**config.mk**
```make
export PLATFORM = sky130hd
export DESIGN_NAME = fcd_decoder
export DESIGN_NICKNAME = d
export VERILOG_FILES = /design/src/core/fcd_pkg.sv /design/src/core/fcd_edge_if.sv /design/src/core/fcd_decoder.sv /design/src/core/fcd_edge.sv
export VERILOG_INCLUDE_DIRS = /design/src /design/src/core
export SDC_FILE = /design/constraint.sdc
export NUM_CORES = 1
export LEC_CHECK = 0
export ABC_AREA = 1
export BUFFER_PORTS_ARGS = -buffer_cell sky130_fd_sc_hd__buf_2
export CAP_MARGIN = 5
export CELL_PAD_IN_SITES_DETAIL_PLACEMENT = 2
export CELL_PAD_IN_SITES_GLOBAL_PLACEMENT = 2
export CORE_ASPECT_RATIO = 0.7
export CORE_MARGIN = 10
export CORE_UTILIZATION = 31
export DETAILED_ROUTE_END_ITERATION = 10
export GPL_TIMING_DRIVEN = 0
export PLACE_DENSITY = 0.88
export SLEW_MARGIN = 0
export SYNTH_ARGS = -nofsm -noshare
export SYNTH_HDL_FRONTEND = slang
export SYNTH_HIERARCHICAL = 1
export SYNTH_SLANG_ARGS = --single-unit
export TNS_END_PERCENT = 50
```
**constraint.sdc**
```tcl
create_clock -name clk -period 2.2 [get_ports clk]
set_input_delay 0.22 -clock clk [delete_from_list [all_inputs] [get_ports clk]]
set_output_delay 0.22 -clock clk [all_outputs]
set_load 0.05 [all_outputs]
```
**src/core/fcd_cfg.svh**
```systemverilog
// constants for the fieldbus control word decoder
`ifndef FCD_CFG_SVH
`define FCD_CFG_SVH
`define FCD_BIT_OP_PERMIT   0
`define FCD_BIT_CLOSE_PERM  1
`define FCD_BIT_HALT_N      2
`define FCD_BIT_START       3
`define FCD_BIT_CHARGE_REQ  4
`define FCD_BIT_FAULT_ACK   7
`define FCD_WORD_RESET      16'h0000
`define FCD_MODE_LEVEL      1'h0
`define FCD_MODE_EDGE       1'h1
`endif

```
**src/core/fcd_pkg.sv**
```systemverilog
// types of the fieldbus control word decoder
package fcd_pkg;
  typedef enum logic [2:0] {
    FCD_INHIBITED = 3'h0,
    FCD_READY     = 3'h1,
    FCD_CHARGING  = 3'h2,
    FCD_CLOSING   = 3'h3,
    FCD_RUNNING   = 3'h4
  } fcd_state_t;
endpackage : fcd_pkg

```
**src/core/fcd_edge_if.sv**
```systemverilog
// decoded word bits and their edges
`timescale 1ns/1ns
`default_nettype none
interface fcd_edge_if;
  logic [15:0] word;
  logic        start_rise;
  logic        ack_rise;
  logic        permit_fall;
  modport src (output word, output start_rise, output ack_rise, output permit_fall);
  modport dst (input word, input start_rise, input ack_rise, input permit_fall);
endinterface : fcd_edge_if
`default_nettype wire

```
**src/core/fcd_decoder.sv**
```systemverilog
// fieldbus control word decoder top
`include "fcd_cfg.svh"
`timescale 1ns/1ns
`default_nettype none
module fcd_decoder (
  input  wire logic        clk,
  input  wire logic        reset,
  input  wire logic        word_we,
  input  wire logic [15:0] remote_command_word,
  input  wire logic        fieldbus_active,
  input  wire logic        start_mode,
  input  wire logic        app_precharge,
  input  wire logic        halt_exception_en,
  input  wire logic        charge_done,
  input  wire logic        breaker_closed,
  input  wire logic        start_blocked,
  output logic             precharge_on,
  output logic             main_breaker_close,
  output logic             main_breaker_open,
  output logic             modulate,
  output logic             quick_stop_exc,
  output logic             event_reset,
  output logic             switch_on_inhibited_state,
  output logic             ready_to_switch_on_state
);
  fcd_edge_if ei ();

  fcd_edge u_edge (
    .clk     (clk),
    .reset   (reset),
    .word_we (word_we),
    .word_in (remote_command_word),
    .eo      (ei.src)
  );

  ////////////////////////////////////////////////////////////////////
  // decoded bits, reserved positions unused
  logic op_permit, close_permit, halt_req, start_bit, charge_req;
  always_comb begin
    op_permit    = ei.word[`FCD_BIT_OP_PERMIT] & fieldbus_active;
    close_permit = ei.word[`FCD_BIT_CLOSE_PERM] & fieldbus_active;
    halt_req     = ~ei.word[`FCD_BIT_HALT_N] & fieldbus_active;
    start_bit    = ei.word[`FCD_BIT_START] & fieldbus_active;
    charge_req   = ei.word[`FCD_BIT_CHARGE_REQ] & fieldbus_active;
  end

  ////////////////////////////////////////////////////////////////////
  // switch-on state machine
  fcd_pkg::fcd_state_t state_q, state_d;
  logic seen_low_q, seen_low_d;
  logic armed_q, armed_d;
  logic start_ok, edge_now;

  always_comb begin
    edge_now = ei.start_rise & fieldbus_active;
    state_d  = state_q;
    seen_low_d = seen_low_q;
    armed_d  = armed_q;
    if (!op_permit) seen_low_d = 1'b1;
    if (edge_now) armed_d = 1'b1;
    if (!start_bit) armed_d = 1'b0;
    // level mode start_ok is the level alone; going from READY to CHARGING still needs a start edge in both modes
    start_ok = (start_mode == `FCD_MODE_EDGE) ? (armed_q | edge_now) & start_bit : start_bit;
    unique case (state_q)
      fcd_pkg::FCD_INHIBITED: begin
        if (seen_low_q && op_permit && close_permit && !halt_req) begin
          state_d = fcd_pkg::FCD_READY;
          seen_low_d = 1'b0;
        end
      end
      fcd_pkg::FCD_READY: begin
        if (start_ok && edge_now && !start_blocked) begin
          state_d = fcd_pkg::FCD_CHARGING;
        end else if (edge_now && start_mode == `FCD_MODE_EDGE) begin
          armed_d = 1'b0;
        end
      end
      fcd_pkg::FCD_CHARGING: if (charge_done) state_d = fcd_pkg::FCD_CLOSING;
      fcd_pkg::FCD_CLOSING:  if (breaker_closed) state_d = fcd_pkg::FCD_RUNNING;
      fcd_pkg::FCD_RUNNING:  state_d = fcd_pkg::FCD_RUNNING;
      default:               state_d = fcd_pkg::FCD_INHIBITED;
    endcase
    if (state_q != fcd_pkg::FCD_INHIBITED && state_q != fcd_pkg::FCD_READY) begin
      if (!start_bit || halt_req) state_d = fcd_pkg::FCD_READY;
      if (!op_permit || !close_permit) state_d = fcd_pkg::FCD_INHIBITED;
    end else if (state_q == fcd_pkg::FCD_READY && (!op_permit || !close_permit)) begin
      state_d = fcd_pkg::FCD_INHIBITED;
    end
  end

  always_ff @(posedge clk) begin
    if (reset) begin
      state_q    <= fcd_pkg::FCD_INHIBITED;
      seen_low_q <= 1'b0;
      armed_q    <= 1'b0;
    end else begin
      state_q    <= state_d;
      seen_low_q <= seen_low_d;
      armed_q    <= armed_d;
    end
  end

  ////////////////////////////////////////////////////////////////////
  // output controls
  logic pc_d, cl_d, op_d, mod_d, exc_d, er_d, inh_d, rdy_d;
  logic pc_q, cl_q, op_q, mod_q, exc_q, er_q, inh_q, rdy_q;

  always_comb begin
    pc_d  = (state_q == fcd_pkg::FCD_CHARGING) & op_permit & start_bit;
    if (app_precharge) pc_d = op_permit & charge_req;
    cl_d  = (state_q == fcd_pkg::FCD_CLOSING || state_q == fcd_pkg::FCD_RUNNING)
            & op_permit & close_permit;
    op_d  = breaker_closed & (!op_permit | !close_permit);
    mod_d = (state_q == fcd_pkg::FCD_RUNNING) & op_permit & close_permit
            & start_bit & !halt_req;
    exc_d = halt_req & halt_exception_en;
    er_d  = ei.ack_rise & fieldbus_active;
    inh_d = (state_d == fcd_pkg::FCD_INHIBITED);
    rdy_d = (state_d == fcd_pkg::FCD_READY);
  end

  always_ff @(posedge clk) begin
    if (reset) begin
      pc_q  <= 1'b0;
      cl_q  <= 1'b0;
      op_q  <= 1'b0;
      mod_q <= 1'b0;
      exc_q <= 1'b0;
      er_q  <= 1'b0;
      inh_q <= 1'b1;
      rdy_q <= 1'b0;
    end else begin
      pc_q  <= pc_d;
      cl_q  <= cl_d;
      op_q  <= op_d;
      mod_q <= mod_d;
      exc_q <= exc_d;
      er_q  <= er_d;
      inh_q <= inh_d;
      rdy_q <= rdy_d;
    end
  end

  assign precharge_on              = pc_q;
  assign main_breaker_close        = cl_q;
  assign main_breaker_open         = op_q;
  assign modulate                  = mod_q;
  assign quick_stop_exc            = exc_q;
  assign event_reset               = er_q;
  assign switch_on_inhibited_state = inh_q;
  assign ready_to_switch_on_state  = rdy_q;

  ////////////////////////////////////////////////////////////////////
  // checks
  chk_permit_blocks_mod: assert property (@(posedge clk) disable iff (reset)
    !op_permit |=> !modulate) else $error("modulation while permit low");
  chk_permit_opens_brk: assert property (@(posedge clk) disable iff (reset)
    (!op_permit && breaker_closed) |=> main_breaker_open) else $error("breaker not opened");
  chk_fall_stops_run: assert property (@(posedge clk) disable iff (reset)
    (state_q == fcd_pkg::FCD_RUNNING && !op_permit) |=> state_q == fcd_pkg::FCD_INHIBITED)
    else $error("run not stopped");
  chk_inhibit_needs_low: assert property (@(posedge clk) disable iff (reset)
    (state_q == fcd_pkg::FCD_INHIBITED && !seen_low_q) |=> state_q == fcd_pkg::FCD_INHIBITED)
    else $error("left inhibited without permit low");
  chk_close_perm_brk: assert property (@(posedge clk) disable iff (reset)
    !close_permit |=> !main_breaker_close && !modulate) else $error("close permit ignored");
  chk_close_withdrawn: assert property (@(posedge clk) disable iff (reset)
    (state_q != fcd_pkg::FCD_INHIBITED && !close_permit) |=> state_q == fcd_pkg::FCD_INHIBITED)
    else $error("close permit loss not inhibiting");
  chk_halt_stops_mod: assert property (@(posedge clk) disable iff (reset)
    halt_req |=> !modulate) else $error("modulation during halt");
  chk_start_low_stops: assert property (@(posedge clk) disable iff (reset)
    (!start_bit && op_permit && close_permit && state_q > fcd_pkg::FCD_READY)
    |=> state_q == fcd_pkg::FCD_READY) else $error("start low not stopping");
  chk_charge_on_edge: assert property (@(posedge clk) disable iff (reset)
    (state_q == fcd_pkg::FCD_READY && $past(state_q) == fcd_pkg::FCD_READY
     && state_d == fcd_pkg::FCD_CHARGING) |-> edge_now) else $error("charge without edge");
  chk_ack_event: assert property (@(posedge clk) disable iff (reset)
    (ei.ack_rise && fieldbus_active) |=> event_reset ##1 !event_reset)
    else $error("event reset not single pulse");
endmodule : fcd_decoder
`default_nettype wire

```
**src/core/fcd_edge.sv**
```systemverilog
// accepted word register and edge detection
`include "fcd_cfg.svh"
`timescale 1ns/1ns
`default_nettype none
module fcd_edge (
  input  wire logic        clk,
  input  wire logic        reset,
  input  wire logic        word_we,
  input  wire logic [15:0] word_in,
  fcd_edge_if.src          eo
);
  logic [15:0] word_q, word_d;
  logic [15:0] prev_q, prev_d;
  logic        sr_q, sr_d, ar_q, ar_d, pf_q, pf_d;

  always_comb begin
    word_d = word_q;
    prev_d = prev_q;
    sr_d   = 1'b0;
    ar_d   = 1'b0;
    pf_d   = 1'b0;
    if (word_we) begin
      prev_d = word_q;
      word_d = word_in;
      sr_d = word_in[`FCD_BIT_START] & ~word_q[`FCD_BIT_START];
      ar_d = word_in[`FCD_BIT_FAULT_ACK] & ~word_q[`FCD_BIT_FAULT_ACK];
      pf_d = ~word_in[`FCD_BIT_OP_PERMIT] & word_q[`FCD_BIT_OP_PERMIT];
    end
  end

  always_ff @(posedge clk) begin
    if (reset) begin
      word_q <= `FCD_WORD_RESET;
      prev_q <= `FCD_WORD_RESET;
      sr_q   <= 1'b0;
      ar_q   <= 1'b0;
      pf_q   <= 1'b0;
    end else begin
      word_q <= word_d;
      prev_q <= prev_d;
      sr_q   <= sr_d;
      ar_q   <= ar_d;
      pf_q   <= pf_d;
    end
  end

  assign eo.word        = word_q;
  assign eo.start_rise  = sr_q;
  assign eo.ack_rise    = ar_q;
  assign eo.permit_fall = pf_q;

  chk_ack_single_pulse: assert property (@(posedge clk) disable iff (reset)
    ar_q |=> !ar_q) else $error("fault ack pulse longer than one cycle");
endmodule : fcd_edge
`default_nettype wire

```
==> out/results.md, run 1 <==
### Critical path
* **element type at the critical path end** flop
* **worst flop-to-flop path endpoint** switch_on_inhibited_state
* **cells along the critical path** nand3_2 -> o21ai_0 -> o21ai_1 -> nand3_1 -> nand2_1
* **CP required** 2.36 ns
* **r2r worst-path depth** 5
* **delay of the slowest cell on the worst path** 0.52 ns
* **CP startpoint kind** flop
* **first element of the critical path** state_q[0]
* **cell type of the slowest stage on the worst timing path** sky130_fd_sc_hd__dfxtp_1
* **CP Capture Point** switch_on_inhibited_state
* **CP Depth** 5
* **family with the most delay on the worst path** compound AO/OA/AOI/OAI gates
* **highest net fanout along the worst path** 7
* **worst reg-to-reg setup slack** 0.75 ns
* **start of the worst register-to-register path** state_q[0]
* **number of buffers and inverters on the critical path** 0
* **critical path arrival** 1.62 ns
* **worst setup path category** flop to flop

### Floorplan
* **IO Count** 34
* **width of the chip** 83.6 um
* **Die ar.** 5390 um^2
* **Vert. Die Dim** 64.5 um
* **area inside the core boundary** 2740 um^2
* **standard-cell row count** 16
* **Initial Utilization** 0.320

### Route
* **post-detailed-route via-to-cell ratio** 4.69
* **number of DRC markers after the initial detailed-route iteration** 20
* **drt drc** 0
* **DRT Pass-1 Iters** 3
* **detailed-route wire length per cell** 16.7 um
* **routed vias** 830
* **count of nets left with antenna violations after detail routing** 0
* **detailed-route wire length** 2.96 mm

### Clocking
* **worst skew pair latency** 0.28 ns
* **clock root buffer master** sky130_fd_sc_hd__clkbuf_8
* **clock buffer depth** 2
* **number of H-tree branching levels** 1
* **clock tree from TritonCTS** built
* **total number of clock tree sinks** 20
* **number of buffers created by CTS** 3
* **setup repair bufs after CTS** 0
* **CTS Hold Bufs** 0
* **clk slew on worst S/H paths** 0.08 ns
* **number of gates given a new drive strength after cts** 0

### Job
* **number of max-cap violations** 0

### Power and ir drop
* **maximum ir drop on the vdd rail** 0.373 mV
* **Pwr per Cell Area** 685 nW/um^2
* **leakage power** 0.515 nW

### Final layout
* **register cell area after layout** 400 um^2
* **fill cell count** 331
* **share of final-layout standard cells stronger than drive strength 1** 0.333
* **Area Growth Syn to Fin** 23.4%
* **multi-input gate area in the final layout** 397 um^2
* **# diodes** 0
* **post-route cell area** 1080 um^2
* **nets** 168

### Worst hold path
* **HP Class** primary input to flop

### Global route
* **sum of overflow across all layers after global routing** 0
* **aggregate global-route resource usage** 0.117
* **number of global-route vias before repair** 944
* **initial antenna violation count** 0
* **largest net degree at the start of global routing** 12
* **wire length of the first global-routing pass** 4.89 mm

### Synth
* **synthesized cell area** 877 um^2
* **post-synthesis cell count** 116
* **Synth Area per Inst** 7.56 um^2
* **synthesized netlist net count** 142
* **count of yosys warnings during synthesis** 6

### Timing
* **fin. max-slew vios** 0
* **Hold Vio Cnt, Final** 0
* **transition time at the pin with the least slew margin** 0.423 ns
* **final setup violation count** 0
* **setup clock skew after layout** 0.00822 ns
* **final clock period utilization by the worst path** 0.660
* **crit path time final** 1.45 ns
* **RSZ-0062 raised after global routing** no
* **worst slew margin relative to its limit** 0.715
* **upper clock frequency limit** 688 MHz
* **total negative slack for setup checks** 0 ns

### Placed design
* **GPL Wtd Cong** 0.763
* **HPWL Detailed** 2.30 mm
* **number of I/O port buffers** 21
* **Post-Place Cell Area** 1030 um^2

### Status
* **result of the run** finished clean

power breakdown:
part	total [mW]	internal [mW]	leakage (nW)	switching, mW
registers	0.381	0.374	0.164	0.00759
logic	0.0687	0.0254	0.323	0.0432
clock network	0.291	0.160	0.0288	0.131
total	0.741	0.559	0.515	0.182
routing by layer:
layer / track usage / wire, um / part of all wire / vias up
met5: 0 / 0 / 0 / -
met4: 0.0563 / 61 / 0.021 / 0
met1: 0.117 / 1210 / 0.41 / 394
met2: 0.205 / 1510 / 0.51 / 20
li1: - / - / - / 407
met3: 0.0549 / 181 / 0.061 / 9
worst min path at each step:
stage	startpoint	endpoint	slack, ns	cells past startpoint
global placement	u_edge/eo.word[7]	u_edge/eo.ack_rise	0.40	1
floorplan	reset	ready_to_switch_on_state	0.29	1
CTS	halt_exception_en	quick_stop_exc	0.16	3
finish	halt_exception_en	quick_stop_exc	0.17	3
global route	halt_exception_en	quick_stop_exc	0.17	3
detailed placement	u_edge/eo.word[7]	u_edge/eo.ack_rise	0.42	1
flip-flops by register name, indices dropped and copies added (netlist names):
name                       cells
switch_on_inhibited_state      1
quick_stop_exc                 1
event_reset                    1
u_edge/eo.start_rise           1
main_breaker_open              1
u_edge/eo.ack_rise             1
ready_to_switch_on_state       1
modulate                       1
precharge_on                   1
u_edge/eo.word                 6
seen_low_q                     1
main_breaker_close             1
state_q                        3
layout make-up:
class,count,share of cell area
clock buffers,4,0.0509
well taps,36,0.0416
plain buffers,4,0.0324
flip-flops and latches,20,0.370
multi-input cells,80,0.366
inverters,12,0.0416
repair buffers,21,0.0971
layout by cell type, fill, tap and decap left out, types with 3 or more instances in the layout:
| cell | count |
|---|---|
| sky130_fd_sc_hd__nor2_2 | 7 |
| sky130_fd_sc_hd__nand3_2 | 3 |
| sky130_fd_sc_hd__o21ai_0 | 3 |
| sky130_fd_sc_hd__clkbuf_8 | 4 |
| sky130_fd_sc_hd__inv_1 | 11 |
| sky130_fd_sc_hd__nand2_1 | 30 |
| sky130_fd_sc_hd__nand3_1 | 9 |
| sky130_fd_sc_hd__nor2_1 | 16 |
| sky130_fd_sc_hd__buf_2 | 22 |
| sky130_fd_sc_hd__a21oi_1 | 3 |
| sky130_fd_sc_hd__dfxtp_1 | 20 |
stage by stage:
stage	utilization	total power, mW	setup slack, ns	hold slack [ns]	instances
3_5_place_dp	0.375	0.459	0.848	0.416	173
6_report	0.395	0.741	0.747	0.168	177
3_3_place_gp	0.375	0.452	0.921	0.404	173
5_1_grt	0.395	0.780	0.643	0.175	177
4_1_cts	0.395	0.758	0.776	0.165	177
2_1_floorplan	-	0.427	1.08	0.287	116
worst reg2reg max path: stages, from the launching register on:
cell                      delay [ns]
sky130_fd_sc_hd__dfxtp_1        0.52
sky130_fd_sc_hd__nand3_2        0.15
sky130_fd_sc_hd__o21ai_0        0.38
sky130_fd_sc_hd__o21ai_1        0.15
sky130_fd_sc_hd__nand3_1        0.11
sky130_fd_sc_hd__nand2_1        0.05
(Power assumes the default switching activity.)
==> inputs of run 2 (changes only) <==
--- a/config.mk
+++ b/config.mk
@@ -6,17 +6,17 @@
 export SDC_FILE = /design/constraint.sdc
 export NUM_CORES = 1
 export LEC_CHECK = 0
-export ABC_AREA = 1
+export ABC_AREA = 0
 export BUFFER_PORTS_ARGS = -buffer_cell sky130_fd_sc_hd__buf_2
 export CAP_MARGIN = 5
 export CELL_PAD_IN_SITES_DETAIL_PLACEMENT = 2
 export CELL_PAD_IN_SITES_GLOBAL_PLACEMENT = 2
 export CORE_ASPECT_RATIO = 0.7
 export CORE_MARGIN = 10
-export CORE_UTILIZATION = 31
+export CORE_UTILIZATION = 28
 export DETAILED_ROUTE_END_ITERATION = 10
 export GPL_TIMING_DRIVEN = 0
-export PLACE_DENSITY = 0.88
+export PLACE_DENSITY = 0.77
 export SLEW_MARGIN = 0
 export SYNTH_ARGS = -nofsm -noshare
 export SYNTH_HDL_FRONTEND = slang
==> constraint.sdc (replaced) <==
create_clock -name clk -period 1.2 [get_ports clk]
set_input_delay 0.12 -clock clk [delete_from_list [all_inputs] [get_ports clk]]
set_output_delay 0.12 -clock clk [all_outputs]
set_load 0.05 [all_outputs]
==> run 2 against run 1 <==
Effect of this change:
- the run now ends with setup timing left
- clock power grew 83%
- synthesized area grew 3.3%
- combinational power grew 150%
- routed wire length grew 1.1%
- flip-flop and latch count is the same
- via count shrank 4.5%
- register-to-register slack lost 0.84 ns
- non-clock buffer count grew 11
- worst hold slack lost 0.12 ns
- core utilization grew 0.63 points
- first-iteration DRC count grew 80%
- critical endpoint unchanged
==> out/results.md, run 2 <==
### Timing
* **fin. max-slew vios** 0, unchanged
* **crit path time final** 1.29 ns, -0.162 ns
* **final setup violation count** 2, +2
* **setup clock skew after layout** 0.00389 ns, -0.00433 ns
* **RSZ-0062 raised after global routing** yes
* **Hold Vio Cnt, Final** 0, unchanged
* **final clock period utilization by the worst path** 1.08, +0.416
* **upper clock frequency limit** 775 MHz, +13%
* **transition time at the pin with the least slew margin** 0.453 ns, +0.0301 ns
* **Final WS setup** -0.0911 ns, -0.838 ns
* **worst slew margin relative to its limit** 0.698, -0.0171

### Global route
* **aggregate global-route resource usage** 0.105, -0.0122
* **wire length of the first global-routing pass** 4.78 mm, -2.3%
* **initial antenna violation count** 0, unchanged
* **number of global-route vias before repair** 921, -2.4%
* **largest net degree at the start of global routing** 12, unchanged
* **sum of overflow across all layers after global routing** 0, unchanged

### Clocking
* **CTS Hold Bufs** 0, unchanged
* **clk slew on worst S/H paths** 0.08 ns, about the same
* **total number of clock tree sinks** 20, unchanged
* **number of buffers created by CTS** 3, unchanged
* **clock root buffer master** sky130_fd_sc_hd__clkbuf_8
* **number of H-tree branching levels** 1, unchanged
* **worst skew pair latency** 0.26 ns, -0.02 ns
* **clock tree from TritonCTS** built
* **clock buffer depth** 2, unchanged

### Floorplan
* **IO Count** 34, unchanged
* **standard-cell row count** 17, +1
* **Initial Utilization** 0.290, -0.0301
* **area inside the core boundary** 3130 um^2, +14%
* **Vert. Die Dim** 67.6 um, +4.8%
* **Die ar.** 5950 um^2, +10%
* **width of the chip** 88.0 um, +5.3%

### Route
* **post-detailed-route via-to-cell ratio** 4.93, +5.0%
* **detailed-route wire length per cell** 18.6 um, +11%
* **count of nets left with antenna violations after detail routing** 0, unchanged
* **DRT Pass-1 Iters** 4, +1
* **routed vias** 793, -4.5%
* **drt drc** 0, unchanged
* **detailed-route wire length** 3.00 mm, +1.1%
* **number of DRC markers after the initial detailed-route iteration** 36, +80%

### Synth
* **post-synthesis cell count** 92, -21%
* **synthesized netlist net count** 118, -17%
* **count of yosys warnings during synthesis** 6, unchanged
* **synthesized cell area** 906 um^2, +3.3%
* **Synth Area per Inst** 9.85 um^2, +30%

### Final layout
* **fill cell count** 338, +2.1%
* **Area Growth Syn to Fin** 38.4%
* **flip-flop count of the largest register, all copies and words added** 6, unchanged
* **nets** 150, -11%
* **# diodes** 0, unchanged
* **register cell area after layout** 415 um^2, +3.7%
* **Final Instance Count excl. Fillers** 161, -9.0%
* **most frequent cells in the layout** sky130_fd_sc_hd__buf_2, sky130_fd_sc_hd__dfxtp_1, sky130_fd_sc_hd__buf_4, sky130_fd_sc_hd__nor2_1, sky130_fd_sc_hd__mux2i_1
* **share of final-layout standard cells stronger than drive strength 1** 0.480, +0.146
* **final design utilization** 0.401, +0.00634
* **multi-input gate area in the final layout** 494 um^2, +25%
* **leading cell type in the layout, fill and taps excluded** sky130_fd_sc_hd__buf_2

### Placed design
* **GPL Wtd Cong** 0.824, +7.9%
* **HPWL Detailed** 2.09 mm, -9.1%
* **pre-CTS setup slack** -0.205 ns, -1.05 ns
* **number of placed instances, taps included** 149, -14%
* **number of I/O port buffers** 19, -9.5%

### Critical path
* **highest net fanout along the worst path** 4, -3
* **family with the most delay on the worst path** compound AO/OA/AOI/OAI gates
* **cells along the critical path** and4b_4 -> a21oi_4 -> o32a_1 -> a21o_1
* **number of buffers and inverters on the critical path** 0, unchanged
* **CP required** 1.36 ns, -1.00 ns
* **element type at the critical path end** flop
* **critical path arrival** 1.46 ns, -0.16 ns
* **worst setup path category** flop to flop
* **cell type of the slowest stage on the worst timing path** sky130_fd_sc_hd__dfxtp_4
* **CP startpoint kind** flop
* **delay of the slowest cell on the worst path** 0.38 ns, -0.14 ns

### Power and ir drop
* **internal power consumption** 1.06 mW, +89%
* **maximum ir drop on the vdd rail** 0.446 mV, +19%
* **Comb pwr share** 0.121, +0.028
* **Pwr per Cell Area** 1120 nW/um^2, +63%
* **switching power summed over all nets** 0.342 mW, +88%
* **share of total power consumed by net switching** 0.245, -0.000549
* **leakage power** 0.512 nW, -0.74%
* **Clock Power Share** 0.381, -0.012
* **power share of the sequential group** 0.497, -0.018

### Job
* **number of max-cap violations** 0, unchanged

### Worst hold path
* **HP Class** primary input to flop

### Status
* **result of the run** finished, violations left
* **failing checks** setup timing

## run 2: per-stage QoR
stage | total power [mW] | setup TNS [ns] | instance area [um^2] | hold slack, ns
after detailed placement | 0.850 | -0.660 | 1050 | 0.332
after global routing | 1.46 | -0.367 | 1250 | 0.0564
final | 1.40 | -0.126 | 1250 | 0.0493
after floorplan | 0.802 | -0.00166 | 908 | 0.236
after CTS | 1.40 | -0.146 | 1210 | 0.0459
after global placement | 0.842 | -0.356 | 1050 | 0.311
## run 2: final cells by class
type	instances	area share
Multi-Input combinational cell	61	0.394
Sequential cell	20	0.331
Timing Repair Buffer	27	0.124
Buffer	9	0.0629
Clock buffer	4	0.0439
Tap cell	38	0.0379
Inverter	2	0.00599
## run 2: routing by layer
metal,track usage,vias to the layer above,part of all wire
met1,0.123,376,0.44
li1,-,391,-
met2,0.178,19,0.49
met5,0,-,0
met3,0.0325,7,0.048
met4,0.0357,0,0.019
## run 2: what timing repair did
item,4_1_cts,5_1_grt
buffers inserted,5,3
cloned,0,0
endpoints found under the setup margin,4,6
resized for setup,20,4
pin swaps,7,2
## run 2: worst reg2reg max path, stage by stage (launching register included)
cell and delay, ns:
sky130_fd_sc_hd__dfxtp_4 0.38, sky130_fd_sc_hd__and4b_4 0.29, sky130_fd_sc_hd__a21oi_4 0.08, sky130_fd_sc_hd__o32a_1 0.30
sky130_fd_sc_hd__a21o_1 0.15
## run 2: worst paths after layout
kind                           from                   endpoint  slack [ns]  cells after the start
setup / recovery  u_edge/eo.word[3]  switch_on_inhibited_state       -0.09                      4
hold / removal                reset          u_edge/eo.word[7]        0.05                      2
setup reg to reg  u_edge/eo.word[3]  switch_on_inhibited_state       -0.09                      4
hold reg to reg   u_edge/eo.word[7]         u_edge/eo.ack_rise        0.46                      1
## run 2: power by group through the flow
stage                     sequential (mW)  clock (mW)  combinational (mW)
final                               0.696       0.533               0.170
after detailed placement            0.721           0               0.130
after global placement              0.719           0               0.123
after global routing                0.699       0.573               0.184
after floorplan                     0.727           0              0.0749
after CTS                           0.699       0.552               0.153
==> inputs of run 3 (changes only) <==
--- a/config.mk
+++ b/config.mk
@@ -13,13 +13,12 @@
 export CELL_PAD_IN_SITES_GLOBAL_PLACEMENT = 2
 export CORE_ASPECT_RATIO = 0.7
 export CORE_MARGIN = 10
-export CORE_UTILIZATION = 28
+export CORE_UTILIZATION = 24
 export DETAILED_ROUTE_END_ITERATION = 10
 export GPL_TIMING_DRIVEN = 0
-export PLACE_DENSITY = 0.77
+export PLACE_DENSITY = 0.76
 export SLEW_MARGIN = 0
 export SYNTH_ARGS = -nofsm -noshare
 export SYNTH_HDL_FRONTEND = slang
-export SYNTH_HIERARCHICAL = 1
 export SYNTH_SLANG_ARGS = --single-unit
 export TNS_END_PERCENT = 50
==> run 3 against run 2 <==
Effect of this change:
- the flow still finishes with violations (setup timing)
- synthesized cell count decreased by 8.7%
- register-to-register slack lost 0.12 ns
- flip-flop and latch count unchanged
- fmax is 8.3% lower
- sequential power up 0.7%
- critical path depth stayed put
- highest routed layer unchanged
- combinational power is 34% lower
- non-clock buffer count unchanged
- clock skew is essentially flat
- power shrank 3.9%
- cell count up 3.1%
- core utilization fell by 3.1 points
==> out/results.md, run 3 <==
### Worst hold path
* **HP Class** primary input to flop

### Timing
* **RSZ-0062 raised after global routing** yes
* **setup clock skew after layout** 0.00400 ns, +0.000113 ns
* **Hold Vio Cnt, Final** 0, unchanged
* **worst slew margin relative to its limit** 0.672, -0.0258
* **Worst Hold Slack** 0.101 ns, +0.0514 ns
* **transition time at the pin with the least slew margin** 0.492 ns, +0.0387 ns
* **final setup violation count** 5, +3
* **final clock period utilization by the worst path** 1.17, +0.0975
* **Final WS setup** -0.208 ns, -0.117 ns
* **upper clock frequency limit** 710 MHz, -8.3%
* **crit path time final** 1.41 ns, +0.117 ns
* **fin. max-slew vios** 0, unchanged

### Synth
* **count of state elements after synthesis** 20
* **cell with the most instances after synthesis** sky130_fd_sc_hd__dfxtp_1
* **sequential element share of the synthesized area** 0.479
* **synthesized cell area** 836 um^2, -7.7%
* **dominant cells by area after synthesis** sky130_fd_sc_hd__dfxtp_1, sky130_fd_sc_hd__mux2i_1, sky130_fd_sc_hd__nor2_1
* **fraction of synthesized cell area taken by the top area cell type** 0.479
* **post-synthesis async set-or-reset flop share** 0
* **Synth cell types** 35
* **post-synthesis cell count** 84, -8.7%
* **Main synth FF type** sky130_fd_sc_hd__dfxtp_1
* **post-synthesis cell type with the largest combined area** sky130_fd_sc_hd__dfxtp_1
* **count of yosys warnings during synthesis** 0, -6
* **Synth Area per Inst** 9.95 um^2, +1.1%
* **synthesized netlist net count** 110, -6.8%
* **number of enable flip-flop cells after synthesis** 0
* **most frequent cells after synthesis** sky130_fd_sc_hd__dfxtp_1, sky130_fd_sc_hd__nor2_1, sky130_fd_sc_hd__nand2_1

### Global route
* **largest net degree at the start of global routing** 12, unchanged
* **sum of overflow across all layers after global routing** 0, unchanged
* **wire length of the first global-routing pass** 4.35 mm, -9.1%
* **aggregate global-route resource usage** 0.0845, -0.0205
* **initial antenna violation count** 0, unchanged
* **number of global-route vias before repair** 839, -8.9%

### Clocking
* **total number of clock tree sinks** 20, unchanged
* **clock buffer depth** 2, unchanged
* **worst skew pair latency** 0.26 ns, about the same
* **CTS Hold Bufs** 0, unchanged
* **number of H-tree branching levels** 1, unchanged
* **clock tree from TritonCTS** built
* **clock root buffer master** sky130_fd_sc_hd__clkbuf_8
* **clk slew on worst S/H paths** 0.08 ns, about the same
* **number of buffers created by CTS** 3, unchanged

### Floorplan
* **standard-cell row count** 17, unchanged
* **area inside the core boundary** 3250 um^2, +4.1%
* **IO Count** 34, unchanged
* **Vert. Die Dim** 69.4 um, +2.6%
* **Die ar.** 6280 um^2, +5.6%
* **Initial Utilization** 0.257, -0.0329
* **width of the chip** 90.5 um, +2.9%

### Power and ir drop
* **overall power** 1.34 mW, -3.9%
* **internal power consumption** 1.03 mW, -2.9%
* **Clock Power Share** 0.395, +0.014
* **Pwr per Cell Area** 1120 nW/um^2, about the same
* **share of total power consumed by net switching** 0.237, -0.00818
* **Comb pwr share** 0.084, -0.037
* **power share of the sequential group** 0.522, +0.025
* **switching power summed over all nets** 0.318 mW, -7.1%
* **leakage power** 0.499 nW, -2.4%
* **maximum ir drop on the vdd rail** 0.421 mV, -5.4%

### Route
* **DRT Pass-1 Iters** 3, -1
* **drt drc** 0, unchanged
* **routed vias** 808, +1.9%
* **detailed-route wire length** 2.92 mm, -2.4%
* **detailed-route wire length per cell** 17.6 um, -5.3%
* **post-detailed-route via-to-cell ratio** 4.87, -1.2%
* **count of nets left with antenna violations after detail routing** 0, unchanged
* **number of DRC markers after the initial detailed-route iteration** 21, -42%

### Final layout
* **flip-flop count of the largest register, all copies and words added** 6, unchanged
* **nets** 146, -2.7%
* **Final Instance Count excl. Fillers** 166, +3.1%
* **# diodes** 0, unchanged
* **leading cell type in the layout, fill and taps excluded** sky130_fd_sc_hd__buf_2
* **most frequent cells in the layout** sky130_fd_sc_hd__buf_2, sky130_fd_sc_hd__dfxtp_1, sky130_fd_sc_hd__buf_4, sky130_fd_sc_hd__nor2_1, sky130_fd_sc_hd__nand2_1
* **Area Growth Syn to Fin** 44.0%
* **share of final-layout standard cells stronger than drive strength 1** 0.513, +0.0329

### Placed design
* **number of placed instances, taps included** 152, +2.0%
* **GPL Wtd Cong** 0.777, -5.6%
* **number of I/O port buffers** 21, +2
* **HPWL Detailed** 1.98 mm, -5.2%

### Critical path
* **CP required** 1.35 ns, about the same
* **element type at the critical path end** flop
* **worst setup path category** flop to flop
* **cell type of the slowest stage on the worst timing path** sky130_fd_sc_hd__or4_4
* **delay of the slowest cell on the worst path** 0.47 ns, +0.09 ns
* **critical path arrival** 1.56 ns, +0.10 ns
* **CP startpoint kind** flop
* **highest net fanout along the worst path** 4, unchanged
* **cells along the critical path** nand4b_1 -> or4_4 -> a221oi_4 -> nor3_2

### Status
* **failing checks** setup timing
* **result of the run** finished, violations left

### Job
* **number of max-cap violations** 0, unchanged

run 3: worst paths after layout:
path         slack, ns  cells past startpoint                   endpoint                   start
max reg2reg      -0.21                      4  switch_on_inhibited_state       u_edge.eo.word[3]
min reg2reg       0.43                      1         u_edge.eo.ack_rise       u_edge.eo.word[7]
max              -0.21                      4  switch_on_inhibited_state       u_edge.eo.word[3]
min               0.10                      3          u_edge.eo.word[1]  remote_command_word[1]
run 3: routing by layer:
metal | vias to the layer above | routed length (um) | global-route usage
li1 | 379 | - | -
met1 | 398 | 1300 | 0.104
met2 | 23 | 1380 | 0.133
met3 | 8 | 173 | 0.0313
met4 | 0 | 75 | 0.0261
met5 | - | 0 | 0
run 3: power by group through the flow:
stage | Sequential [mW] | Clock (mW) | Combinational (mW)
floorplan | 0.724 | 0 | 0.0427
global placement | 0.714 | 0 | 0.0960
detailed placement | 0.717 | 0 | 0.101
CTS | 0.701 | 0.546 | 0.103
global route | 0.704 | 0.576 | 0.122
finish | 0.701 | 0.530 | 0.112
run 3: cell families (layout without fill, tap and decap cells):
group                  after synthesis  count (layout)  share of synthesized area
AND/OR/NAND/NOR                     37              37                      0.261
AO/OA/AOI/OAI                       14              14                      0.150
multiplexers                         6               6                     0.0719
buffers and inverters                7              42                     0.0389
flip-flops                          20              20                      0.479
run 3: layout make-up:
cell class                 instances  area [um^2]
buffer                             4         26.3
clock buffer                       4         55.1
fill                             367         2050
inverter                           2         7.51
multi-input combinational         57          457
sequential                        20          412
tap                               47         58.8
timing repair buffer              32          188
run 3: critical path: cells and delay by family, from the launching register on:
family,cells,cell delay [ns]
flip-flops,1,0.37
AO/OA/AOI/OAI,1,0.27
AND/OR/NAND/NOR,3,0.67
run 3: through the flow:
stage / setup TNS (ns) / cell area (um^2) / util / setup WS, ns
global placement: -0.818 / 1000 / 0.307 / -0.282
CTS: -0.694 / 1110 / 0.342 / -0.271
floorplan: -0.344 / 836 / - / -0.185
finish: -0.629 / 1200 / 0.370 / -0.208
detailed placement: -0.944 / 1000 / 0.307 / -0.327
global route: -1.02 / 1200 / 0.370 / -0.287
run 3: timing repair:
item / 4_1_cts / 5_1_grt
pin swaps: 6 / 5
setup buffers: 3 / 8
resized for setup: 13 / 12
endpoints found under the setup margin: 6 / 8
